**src/hw/dtc_pkg.sv**
```systemverilog
package dtc_pkg;
    // Register indices on the plain register port
    localparam logic [3:0] DTC_ADDR_MODE     = 4'h0;  // timer_mode_register
    localparam logic [3:0] DTC_ADDR_CTRL     = 4'h1;  // timer_control_register
    localparam logic [3:0] DTC_ADDR_CLKCTL   = 4'h2;  // clock_control_register
    localparam logic [3:0] DTC_ADDR_LOW0     = 4'h3;  // Unit 0 count_low_byte
    localparam logic [3:0] DTC_ADDR_HIGH0    = 4'h4;  // Unit 0 count_high_byte
    localparam logic [3:0] DTC_ADDR_LOW1     = 4'h5;  // Unit 1 count_low_byte
    localparam logic [3:0] DTC_ADDR_HIGH1    = 4'h6;  // Unit 1 count_high_byte
    localparam logic [3:0] DTC_ADDR_IRQ_STAT = 4'h7;  // Sticky event status (read only)
    localparam logic [3:0] DTC_ADDR_IRQ_CLR  = 4'h8;  // Write one to clear (write only)
    localparam logic [3:0] DTC_ADDR_IRQ_EN   = 4'h9;  // Event enable

    // Field positions inside the mode register, unit n at offset 4*n
    localparam int DTC_MODE_UNIT_STRIDE = 4;
    localparam int DTC_MODE_M0_BIT      = 0;  // mode_field_low
    localparam int DTC_MODE_M1_BIT      = 1;  // mode_field_high
    localparam int DTC_MODE_FUNC_BIT    = 2;  // Function select: 0 timer, 1 counter
    localparam int DTC_MODE_GATE_BIT    = 3;  // Gate control
    // Control register: run bit at 4+2n, overflow flag at 5+2n
    localparam int DTC_CTRL_RUN_BIT0    = 4;
    localparam int DTC_CTRL_OVF_BIT0    = 5;
    // Clock control: time base bit at 3+n
    localparam int DTC_CLK_TB_BIT0      = 3;

    // Reset values
    localparam logic [7:0] DTC_RST_BYTE   = 8'h00;
    localparam logic [7:0] DTC_RST_CLKCTL = 8'h01;

    // Machine cycle: four clock periods, phases C1..C4 as a two-bit count 0..3
    localparam int         DTC_MC_CLOCKS    = 4;
    localparam logic [1:0] DTC_PH_C3        = 2'd2;
    localparam logic [1:0] DTC_PH_C4        = 2'd3;
    // Time base dividers in machine cycles: 12 clocks = 3 cycles, 4 clocks = 1
    localparam logic [1:0] DTC_TB_STD_CYC   = 2'd3;
    localparam logic [1:0] DTC_TB_TURBO_CYC = 2'd1;
    // Mode 0 geometry
    localparam int         DTC_M0_LOW_BITS  = 5;
    localparam logic [1:0] DTC_MODE0        = 2'b00;
endpackage

```
**src/hw/dtc_top.sv**
```systemverilog
// Overview of operation
// - Two units, each high and low byte
// - Timer ticks at clock/12 or clock/4
// - Pin sampled at C4, high-low counts
// - Registers update at C3, next cycle
// - Function select bits 2 and 6
// - Two-bit mode field per unit
// - Time base bits reset to divide-by-12
// - Mode 0: 13 bits, low top ignored
// - High increments when prescaler bit falls
// - Wrap 1FFFh to 0 sets overflow flag
// - Advance when run and gate allow
// - Unit 0 and unit 1 count pins
// - Flag cleared on interrupt vectoring
// - Software may set or clear flags
// - Machine cycle is four clocks
module dtc_top
    import dtc_pkg::*;
(
    input  wire logic       sys_clk,
    input  wire logic       reset,
    input  wire logic [3:0] reg_addr,       // Register index
    input  wire logic [7:0] reg_wdata,
    input  wire logic       reg_wr,         // Write strobe
    input  wire logic       reg_rd,         // Read strobe
    input  wire logic       unit0_count_pin,
    input  wire logic       unit1_count_pin,
    input  wire logic [1:0] gate_pin,       // Per unit gate pins
    input  wire logic [1:0] vector_ack,     // Processor vectors to unit n
    output logic      [7:0] reg_rdata,
    output logic      [1:0] overflow_flag,  // Flags to the interrupt controller
    output logic            irq
);
    localparam int NUNITS = 2;

    logic [7:0] timer_mode_register_r;     // Mode, function, gate per unit
    logic [7:0] timer_control_register_r;  // Run bits and overflow flags
    logic [7:0] clock_control_register_r;  // Time base bits
    logic [1:0] irq_stat_r;                // Sticky overflow events
    logic [1:0] irq_en_r;
    logic [7:0] rdata_nxt;
    logic [1:0] irq_stat_nxt;

    // Machine cycle phase counter, C1..C4
    logic [1:0] phase_r;
    logic       upd_en;                    // C3 pulse
    logic       smp_en;                    // C4 pulse
    logic [1:0] tb_div_r;                  // Machine cycles per standard tick
    logic       std_tick;

    logic [7:0] low_q   [NUNITS];
    logic [7:0] high_q  [NUNITS];
    logic [NUNITS-1:0] ovf_ev;
    logic [NUNITS-1:0] pins;

    // Four clocks per machine cycle
    always_ff @(posedge sys_clk or posedge reset) begin
        if (reset) begin
            phase_r <= 2'd0;
        end else begin
            phase_r <= phase_r + 2'd1;
        end
    end
    assign upd_en = (phase_r == DTC_PH_C3);
    assign smp_en = (phase_r == DTC_PH_C4);

    // Divide machine cycles by three for the clock/12 rate
    always_ff @(posedge sys_clk or posedge reset) begin
        if (reset) begin
            tb_div_r <= 2'd0;
        end else if (upd_en) begin
            tb_div_r <= (tb_div_r == DTC_TB_STD_CYC - 2'd1) ? 2'd0 : tb_div_r + 2'd1;
        end
    end
    assign std_tick = (tb_div_r == DTC_TB_STD_CYC - 2'd1);

    // Count pins per unit
    assign pins = {unit1_count_pin, unit0_count_pin};

    // Both units from one loop
    generate
        for (genvar u = 0; u < NUNITS; u++) begin : g_unit
            localparam int MB = u * DTC_MODE_UNIT_STRIDE;
            logic tick;
            // Turbo bit picks every machine cycle, else every third
            assign tick = clock_control_register_r[DTC_CLK_TB_BIT0 + u]
                        ? (DTC_TB_TURBO_CYC == 2'd1) : std_tick;
            dtc_unit u_unit (
                .sys_clk     (sys_clk),
                .reset       (reset),
                .upd_en      (upd_en),
                .smp_en      (smp_en),
                .tick_en     (tick),
                .func_cnt    (timer_mode_register_r[MB + DTC_MODE_FUNC_BIT]),
                .gate_ctl    (timer_mode_register_r[MB + DTC_MODE_GATE_BIT]),
                .run         (timer_control_register_r[DTC_CTRL_RUN_BIT0 + 2*u]),
                .mode        ({timer_mode_register_r[MB + DTC_MODE_M1_BIT],
                               timer_mode_register_r[MB + DTC_MODE_M0_BIT]}),
                .count_pin   (pins[u]),
                .gate_pin    (gate_pin[u]),
                .wr_low      (reg_wr && reg_addr == DTC_ADDR_LOW0 + 4'(2*u)),
                .wr_high     (reg_wr && reg_addr == DTC_ADDR_HIGH0 + 4'(2*u)),
                .wdata       (reg_wdata),
                .low_r       (low_q[u]),
                .high_r      (high_q[u]),
                .ovf_pulse_r (ovf_ev[u])
            );
        end
    endgenerate

    // Mode and clock control registers written by software
    always_ff @(posedge sys_clk or posedge reset) begin
        if (reset) begin
            timer_mode_register_r    <= DTC_RST_BYTE;
            clock_control_register_r <= DTC_RST_CLKCTL;  // Time base bits start at 0
        end else if (reg_wr) begin
            if (reg_addr == DTC_ADDR_MODE) begin
                timer_mode_register_r <= reg_wdata;
            end
            if (reg_addr == DTC_ADDR_CLKCTL) begin
                clock_control_register_r <= reg_wdata;
            end
        end
    end

    // Control register: hardware set wins over software write and vector clear
    always_ff @(posedge sys_clk or posedge reset) begin
        if (reset) begin
            timer_control_register_r <= DTC_RST_BYTE;
        end else begin
            for (int u = 0; u < NUNITS; u++) begin
                if (ovf_ev[u]) begin
                    timer_control_register_r[DTC_CTRL_OVF_BIT0 + 2*u] <= 1'b1;
                end else if (reg_wr && reg_addr == DTC_ADDR_CTRL) begin
                    timer_control_register_r[DTC_CTRL_OVF_BIT0 + 2*u]
                        <= reg_wdata[DTC_CTRL_OVF_BIT0 + 2*u];
                end else if (vector_ack[u]) begin
                    timer_control_register_r[DTC_CTRL_OVF_BIT0 + 2*u] <= 1'b0;
                end
                if (reg_wr && reg_addr == DTC_ADDR_CTRL) begin
                    timer_control_register_r[DTC_CTRL_RUN_BIT0 + 2*u]
                        <= reg_wdata[DTC_CTRL_RUN_BIT0 + 2*u];
                end
            end
            if (reg_wr && reg_addr == DTC_ADDR_CTRL) begin
                // Bits outside run and flag fields are plain storage
                timer_control_register_r[3:0] <= reg_wdata[3:0];
            end
        end
    end

    // Sticky status: set beats write-one-to-clear
    assign irq_stat_nxt = ovf_ev
        | (irq_stat_r & ~((reg_wr && reg_addr == DTC_ADDR_IRQ_CLR) ? reg_wdata[1:0] : 2'b00));
    always_ff @(posedge sys_clk or posedge reset) begin
        if (reset) begin
            irq_stat_r <= 2'b00;
            irq_en_r   <= 2'b00;
        end else begin
            irq_stat_r <= irq_stat_nxt;
            if (reg_wr && reg_addr == DTC_ADDR_IRQ_EN) begin
                irq_en_r <= reg_wdata[1:0];
            end
        end
    end

    // Interrupt and flag outputs registered
    always_ff @(posedge sys_clk or posedge reset) begin
        if (reset) begin
            irq           <= 1'b0;
            overflow_flag <= 2'b00;
        end else begin
            irq <= |(irq_stat_nxt & irq_en_r);
            overflow_flag <= {timer_control_register_r[DTC_CTRL_OVF_BIT0 + 2],
                              timer_control_register_r[DTC_CTRL_OVF_BIT0]};
        end
    end

    // Read mux; unmapped and write-only indices read zero
    always_comb begin
        rdata_nxt = 8'h00;
        unique case (reg_addr)
            DTC_ADDR_MODE:     rdata_nxt = timer_mode_register_r;
            DTC_ADDR_CTRL:     rdata_nxt = timer_control_register_r;
            DTC_ADDR_CLKCTL:   rdata_nxt = clock_control_register_r;
            DTC_ADDR_LOW0:     rdata_nxt = low_q[0];
            DTC_ADDR_HIGH0:    rdata_nxt = high_q[0];
            DTC_ADDR_LOW1:     rdata_nxt = low_q[1];
            DTC_ADDR_HIGH1:    rdata_nxt = high_q[1];
            DTC_ADDR_IRQ_STAT: rdata_nxt = {6'h00, irq_stat_r};
            DTC_ADDR_IRQ_EN:   rdata_nxt = {6'h00, irq_en_r};
            default:           rdata_nxt = 8'h00;
        endcase
    end

    // Read data valid only the cycle after the strobe
    always_ff @(posedge sys_clk or posedge reset) begin
        if (reset) begin
            reg_rdata <= 8'h00;
        end else begin
            reg_rdata <= reg_rd ? rdata_nxt : 8'h00;
        end
    end
endmodule

```
**src/hw/dtc_unit.sv**
```systemverilog
// One timer/counter unit in mode 0; steps on the shared C3 enable
module dtc_unit
    import dtc_pkg::*;
(
    input  wire logic       sys_clk,
    input  wire logic       reset,
    input  wire logic       upd_en,      // C3 pulse
    input  wire logic       smp_en,      // C4 pulse
    input  wire logic       tick_en,     // Time base tick for this unit
    input  wire logic       func_cnt,    // 1: count pin edges
    input  wire logic       gate_ctl,
    input  wire logic       run,
    input  wire logic [1:0] mode,
    input  wire logic       count_pin,
    input  wire logic       gate_pin,
    input  wire logic       wr_low,
    input  wire logic       wr_high,
    input  wire logic [7:0] wdata,
    output logic      [7:0] low_r,
    output logic      [7:0] high_r,
    output logic            ovf_pulse_r
);
    logic smp_cur_r;       // Pin sample at the latest C4
    logic edge_pend_r;     // Edge seen, to be counted at next C3
    logic enabled;
    logic step;
    logic [4:0] low_nxt;

    // Sample the count pin once per machine cycle
    always_ff @(posedge sys_clk or posedge reset) begin
        if (reset) begin
            smp_cur_r <= 1'b0;
        end else if (smp_en) begin
            smp_cur_r <= count_pin;
        end
    end

    // High then low sample is an edge; held until the following C3
    always_ff @(posedge sys_clk or posedge reset) begin
        if (reset) begin
            edge_pend_r <= 1'b0;
        end else if (smp_en) begin
            edge_pend_r <= smp_cur_r & ~count_pin;
        end else if (upd_en) begin
            edge_pend_r <= 1'b0;
        end
    end

    // Run and gate qualify counting
    assign enabled = run & (~gate_ctl | gate_pin);
    assign step = upd_en & enabled & (mode == DTC_MODE0)
                & (func_cnt ? edge_pend_r : tick_en);
    assign low_nxt = low_r[DTC_M0_LOW_BITS-1:0] + 5'd1;

    // Count registers; 5-bit prescaler into the 8-bit high byte
    always_ff @(posedge sys_clk or posedge reset) begin
        if (reset) begin
            low_r  <= DTC_RST_BYTE;
            high_r <= DTC_RST_BYTE;
        end else begin
            if (wr_low) begin
                low_r <= wdata;
            end else if (step) begin
                low_r[DTC_M0_LOW_BITS-1:0] <= low_nxt;
            end
            if (wr_high) begin
                high_r <= wdata;
            end else if (step && low_r[DTC_M0_LOW_BITS-1:0] == 5'h1f) begin
                high_r <= high_r + 8'd1;
            end
        end
    end

    // Overflow when 1FFFh rolls to 0000h
    always_ff @(posedge sys_clk or posedge reset) begin
        if (reset) begin
            ovf_pulse_r <= 1'b0;
        end else begin
            ovf_pulse_r <= step && !wr_low && !wr_high && high_r == 8'hff
                         && low_r[DTC_M0_LOW_BITS-1:0] == 5'h1f;
        end
    end
endmodule

```
**config.mk**
```make
export PLATFORM = sky130hd
export DESIGN_NAME = dtc_top
export DESIGN_NICKNAME = d
export VERILOG_FILES = /design/src/hw/dtc_pkg.sv /design/src/hw/dtc_top.sv /design/src/hw/dtc_unit.sv
export SDC_FILE = /design/constraint.sdc
export NUM_CORES = 1
export LEC_CHECK = 0
export ABC_AREA = 1
export ABC_CLOCK_PERIOD_IN_PS = 2350
export BUFFER_PORTS_ARGS = -buffer_cell sky130_fd_sc_hd__buf_4
export CAP_MARGIN = 20
export CORE_ASPECT_RATIO = 2
export CORE_MARGIN = 8
export CORE_UTILIZATION = 50
export DETAILED_ROUTE_END_ITERATION = 12
export PLACE_DENSITY = 0.71
export SLEW_MARGIN = 10
export SYNTH_ARGS = -nofsm -noshare
export SYNTH_HDL_FRONTEND = slang
export SYNTH_SLANG_ARGS = --single-unit
```
**constraint.sdc**
```tcl
create_clock -name sys_clk -period 2.35 [get_ports sys_clk]
set_input_delay 0.1175 -clock sys_clk [delete_from_list [all_inputs] [get_ports sys_clk]]
set_output_delay 0.1175 -clock sys_clk [all_outputs]
set_load 0.1 [all_outputs]
```
==> results_dict.tcl <==
set metrics [dict create \
    irDropWorstVdd_mv 0.383 \
    core-area_um2 8650 \
    yosysWarnings 0 \
    worstPathArrival_ns 2.03 \
    cts_made_buffers 9 \
    drv_cap 0 \
    clock.fmax_ghz 0.573 \
    r2r-end "g_unit[0].u_unit.high_r[3]$_DFFE_PP0P_" \
    syn_avg_cell_area_um2 7.65 \
    clk_latency_ns 0.34 \
    ff2ff_setup_slack_ns 0.61 \
    start_util_pct 51.4 \
    grt-ovfl-total 0 \
    crit_type "flop to flop" \
    fin_util_pct 58.5 \
    drc 0 \
    dieArea_um2 12300 \
    track_usage_pct 20.8 \
    async_flop_share_pct 100 \
    power_density_nw_per_um2 810 \
    drt_first_pass_iters 5 \
    netlist_instances 581 \
    synth_top_cell_area_share_pct 45.0 \
    cts_tree "built" \
    synth_seq_cells 81 \
    gp_congestion 0.908 \
    clock-sinks 81 \
    clockPowerShare_pct 34.6 \
    synth_common_cells "nand2_1, dfrtp_1, nand3_1" \
    fillers 799 \
    clock_path_buffers 2 \
    wl_per_cell_um 16.8 \
    synth_area_leaders "dfrtp_1, nand2_1, nand3_1" \
    setup_viol 0 \
    first_iter_violations 308 \
    r2r_start "phase_r[0]$_DFF_PP0_" \
    swShare_pct 32.1 \
    min_to "g_unit[1].u_unit.smp_cur_r$_DFFE_PP0P_" \
    synth_xor_area_share_pct 1.38 \
    vias 4013 \
    synth_top_family_by_area "simple AND/OR/NAND/NOR gates" \
    grt_pass1_vias 3889 \
    synth_largest_area_cell "dfrtp_1" \
    grt_pass1_wl_mm 19.4 \
    power_switching_mw 1.32 \
    vias_per_cell 5.55 \
    synth-compound-area-share_pct 9.43 \
    min_period_ns 1.74 \
    final_max_slew_viol_count 0 \
    pin_count 33 \
    fin_setup_tns_ns 0 \
    hp-class "input pin to flop" \
    hold_viol_final 0 \
    cts_hold_buf 1 \
    clk_pin_slew_ns 0.06 \
    min_period_over_period_pct 74.2 \
    antennaDiodeCount 0 \
    holdWs_ns 0.0128 \
    cts_resized 0 \
    area_growth_pct 13.9 \
    cts_setup_buffers 0 \
    synthDistinctLibCells 30 \
    drive_gt1_share_pct 13.8 \
    drt-total-wl_mm 12.2 \
    min_from "unit1_count_pin" \
    synth_area_um2 4440 \
    die_height_um 149 \
    synth_simple_gate_area_share_pct 34.5 \
    clock-root-buffer "clkbuf_16" \
    synth-edff-count 0 \
    yosysSeqAreaShare_pct 45.6 \
    combPwrFrac_pct 19.9 \
    dieWidth_um 82.7 \
    finalNetCount 648 \
    crit_required_ns 2.64 \
    synth_most_common_cell "nand2_1" \
    startpoint_type "flop" \
    r2r_cells 10 \
    port_buffers 32 \
    whs_path_depth 3 \
    power_frac_seq_pct 45.6 \
    cp_max_fo 10 \
    end_kind "flop" \
    placementRows 48 \
    drtAntennaViolNets 0 \
    synthAdderAreaFrac_pct 2.25 \
    muxShareOfSynthArea_pct 0 \
    rsz0062_at_grt "no" \
    p_leak_nw 2.60 \
    synth_nets 611 \
    worst_pin_slew_ns 0.449 \
    grt_max_degree 82 \
    hpwl_mm 9.06 \
    power.internal_mw 2.78 \
    skew_ns 0.00646 \
    htree_levels 3 \
    outcome "completed" \
    antenna_found_initial 0 \
    slew_headroom_pct 70.1 \
    synth_ff_type "dfrtp_1" \
]
cells by family (layout without fill, tap and decap cells):
family	count (synthesis)	after routing
xor gates and xnor gates	7	7
DFF	81	81
and+or+nand+nor	345	345
AOI/OAI and AO/OA	76	76
buffers and inverters	64	106
adders and majority gates	8	8
sequential cells by signal (all words and copies together), names as in the netlist, 8 cells and up:
name                      flops
g_unit.u_unit.high_r         16
g_unit.u_unit.low_r          16
clock_control_register_r      8
reg_rdata                     8
timer_control_register_r      8
timer_mode_register_r         8
layout make-up:
| class | instances | area, um2 | share of cell area [%] |
|---|---|---|---|
| multi-input cells | 436 | 2110 | 41.8 |
| flip-flops and latches | 81 | 2030 | 40.1 |
| repair buffers | 38 | 300 | 5.93 |
| clock buffers | 11 | 243 | 4.79 |
| inverters | 52 | 196 | 3.88 |
| well taps | 100 | 125 | 2.47 |
| clock inverters | 5 | 55.1 | 1.09 |
stage by stage:
step	power, mW	area, um2	cells	worst slack (ns)
5_1_grt	4.30	5060	723	0.456
2_1_floorplan	2.43	4440	581	0.154
3_3_place_gp	2.65	4750	706	0.636
3_5_place_dp	2.69	4750	706	0.570
4_1_cts	4.11	5060	723	0.564
6_report	4.10	5060	723	0.605
placed cells by master (no fill, tap or decap), drive strengths merged:
cell type	count
xor2	5
nand4	4
inv	51
nor2	58
clkbuf	11
buf	37
ha	8
nand3	69
and3	2
dlygate4sd3	1
dfstp	1
o21ai	62
xnor2	2
clkinvlp	2
dfrtp	80
clkinv	3
o211ai	2
nand3b	1
a21oi	9
a32o	2
nand2	209
nor3	2
bufinv	1
o21bai	1
layer usage:
| metal | global-route usage (%) | vias to the layer above | share of wire, % |
|---|---|---|---|
| met5 | 0 | - | 0 |
| met4 | 13.3 | 0 | 6.1 |
| met3 | 3.38 | 42 | 4.7 |
| met2 | 35.0 | 140 | 52 |
| met1 | 23.0 | 1883 | 37 |
| li1 | - | 1948 | - |
power by group through the flow:
stage | combinational [mW] | sequential (mW) | clock (mW)
detailed placement | 0.812 | 1.88 | 0
finish | 0.815 | 1.87 | 1.42
global placement | 0.781 | 1.87 | 0
CTS | 0.817 | 1.86 | 1.43
global route | 0.918 | 1.89 | 1.49
floorplan | 0.517 | 1.91 | 0
critical path, stage by stage, from the launching register on:
cell and delay [ns]:
dfrtp_1 0.38, inv_1 0.08, ha_1 0.19, inv_1 0.11, nor2_1 0.10, nand2_1 0.06
nor2_1 0.17, nand3_2 0.23, nand2_2 0.23, nand2_1 0.08, nand2_1 0.06
worst max-delay path by stage:
| stage | startpoint | end | slack (ns) | cells past startpoint |
|---|---|---|---|---|
| 3_3_place_gp | phase_r[0]$_DFF_PP0_ | g_unit[1].u_unit.ovf_pulse_r$_DFF_PP0_ | 0.64 | 6 |
| 4_1_cts | phase_r[0]$_DFF_PP0_ | g_unit[1].u_unit.ovf_pulse_r$_DFF_PP0_ | 0.56 | 6 |
| 2_1_floorplan | reset | clock_control_register_r[1]$_DFFE_PP0P_ | 0.15 | 1 |
| 5_1_grt | phase_r[0]$_DFF_PP0_ | g_unit[0].u_unit.high_r[7]$_DFFE_PP0P_ | 0.46 | 10 |
| 6_report | phase_r[0]$_DFF_PP0_ | g_unit[0].u_unit.high_r[3]$_DFFE_PP0P_ | 0.61 | 10 |
| 3_5_place_dp | phase_r[0]$_DFF_PP0_ | g_unit[1].u_unit.ovf_pulse_r$_DFF_PP0_ | 0.57 | 6 |
No activity file was read; power rests on OpenSTA's default activity.
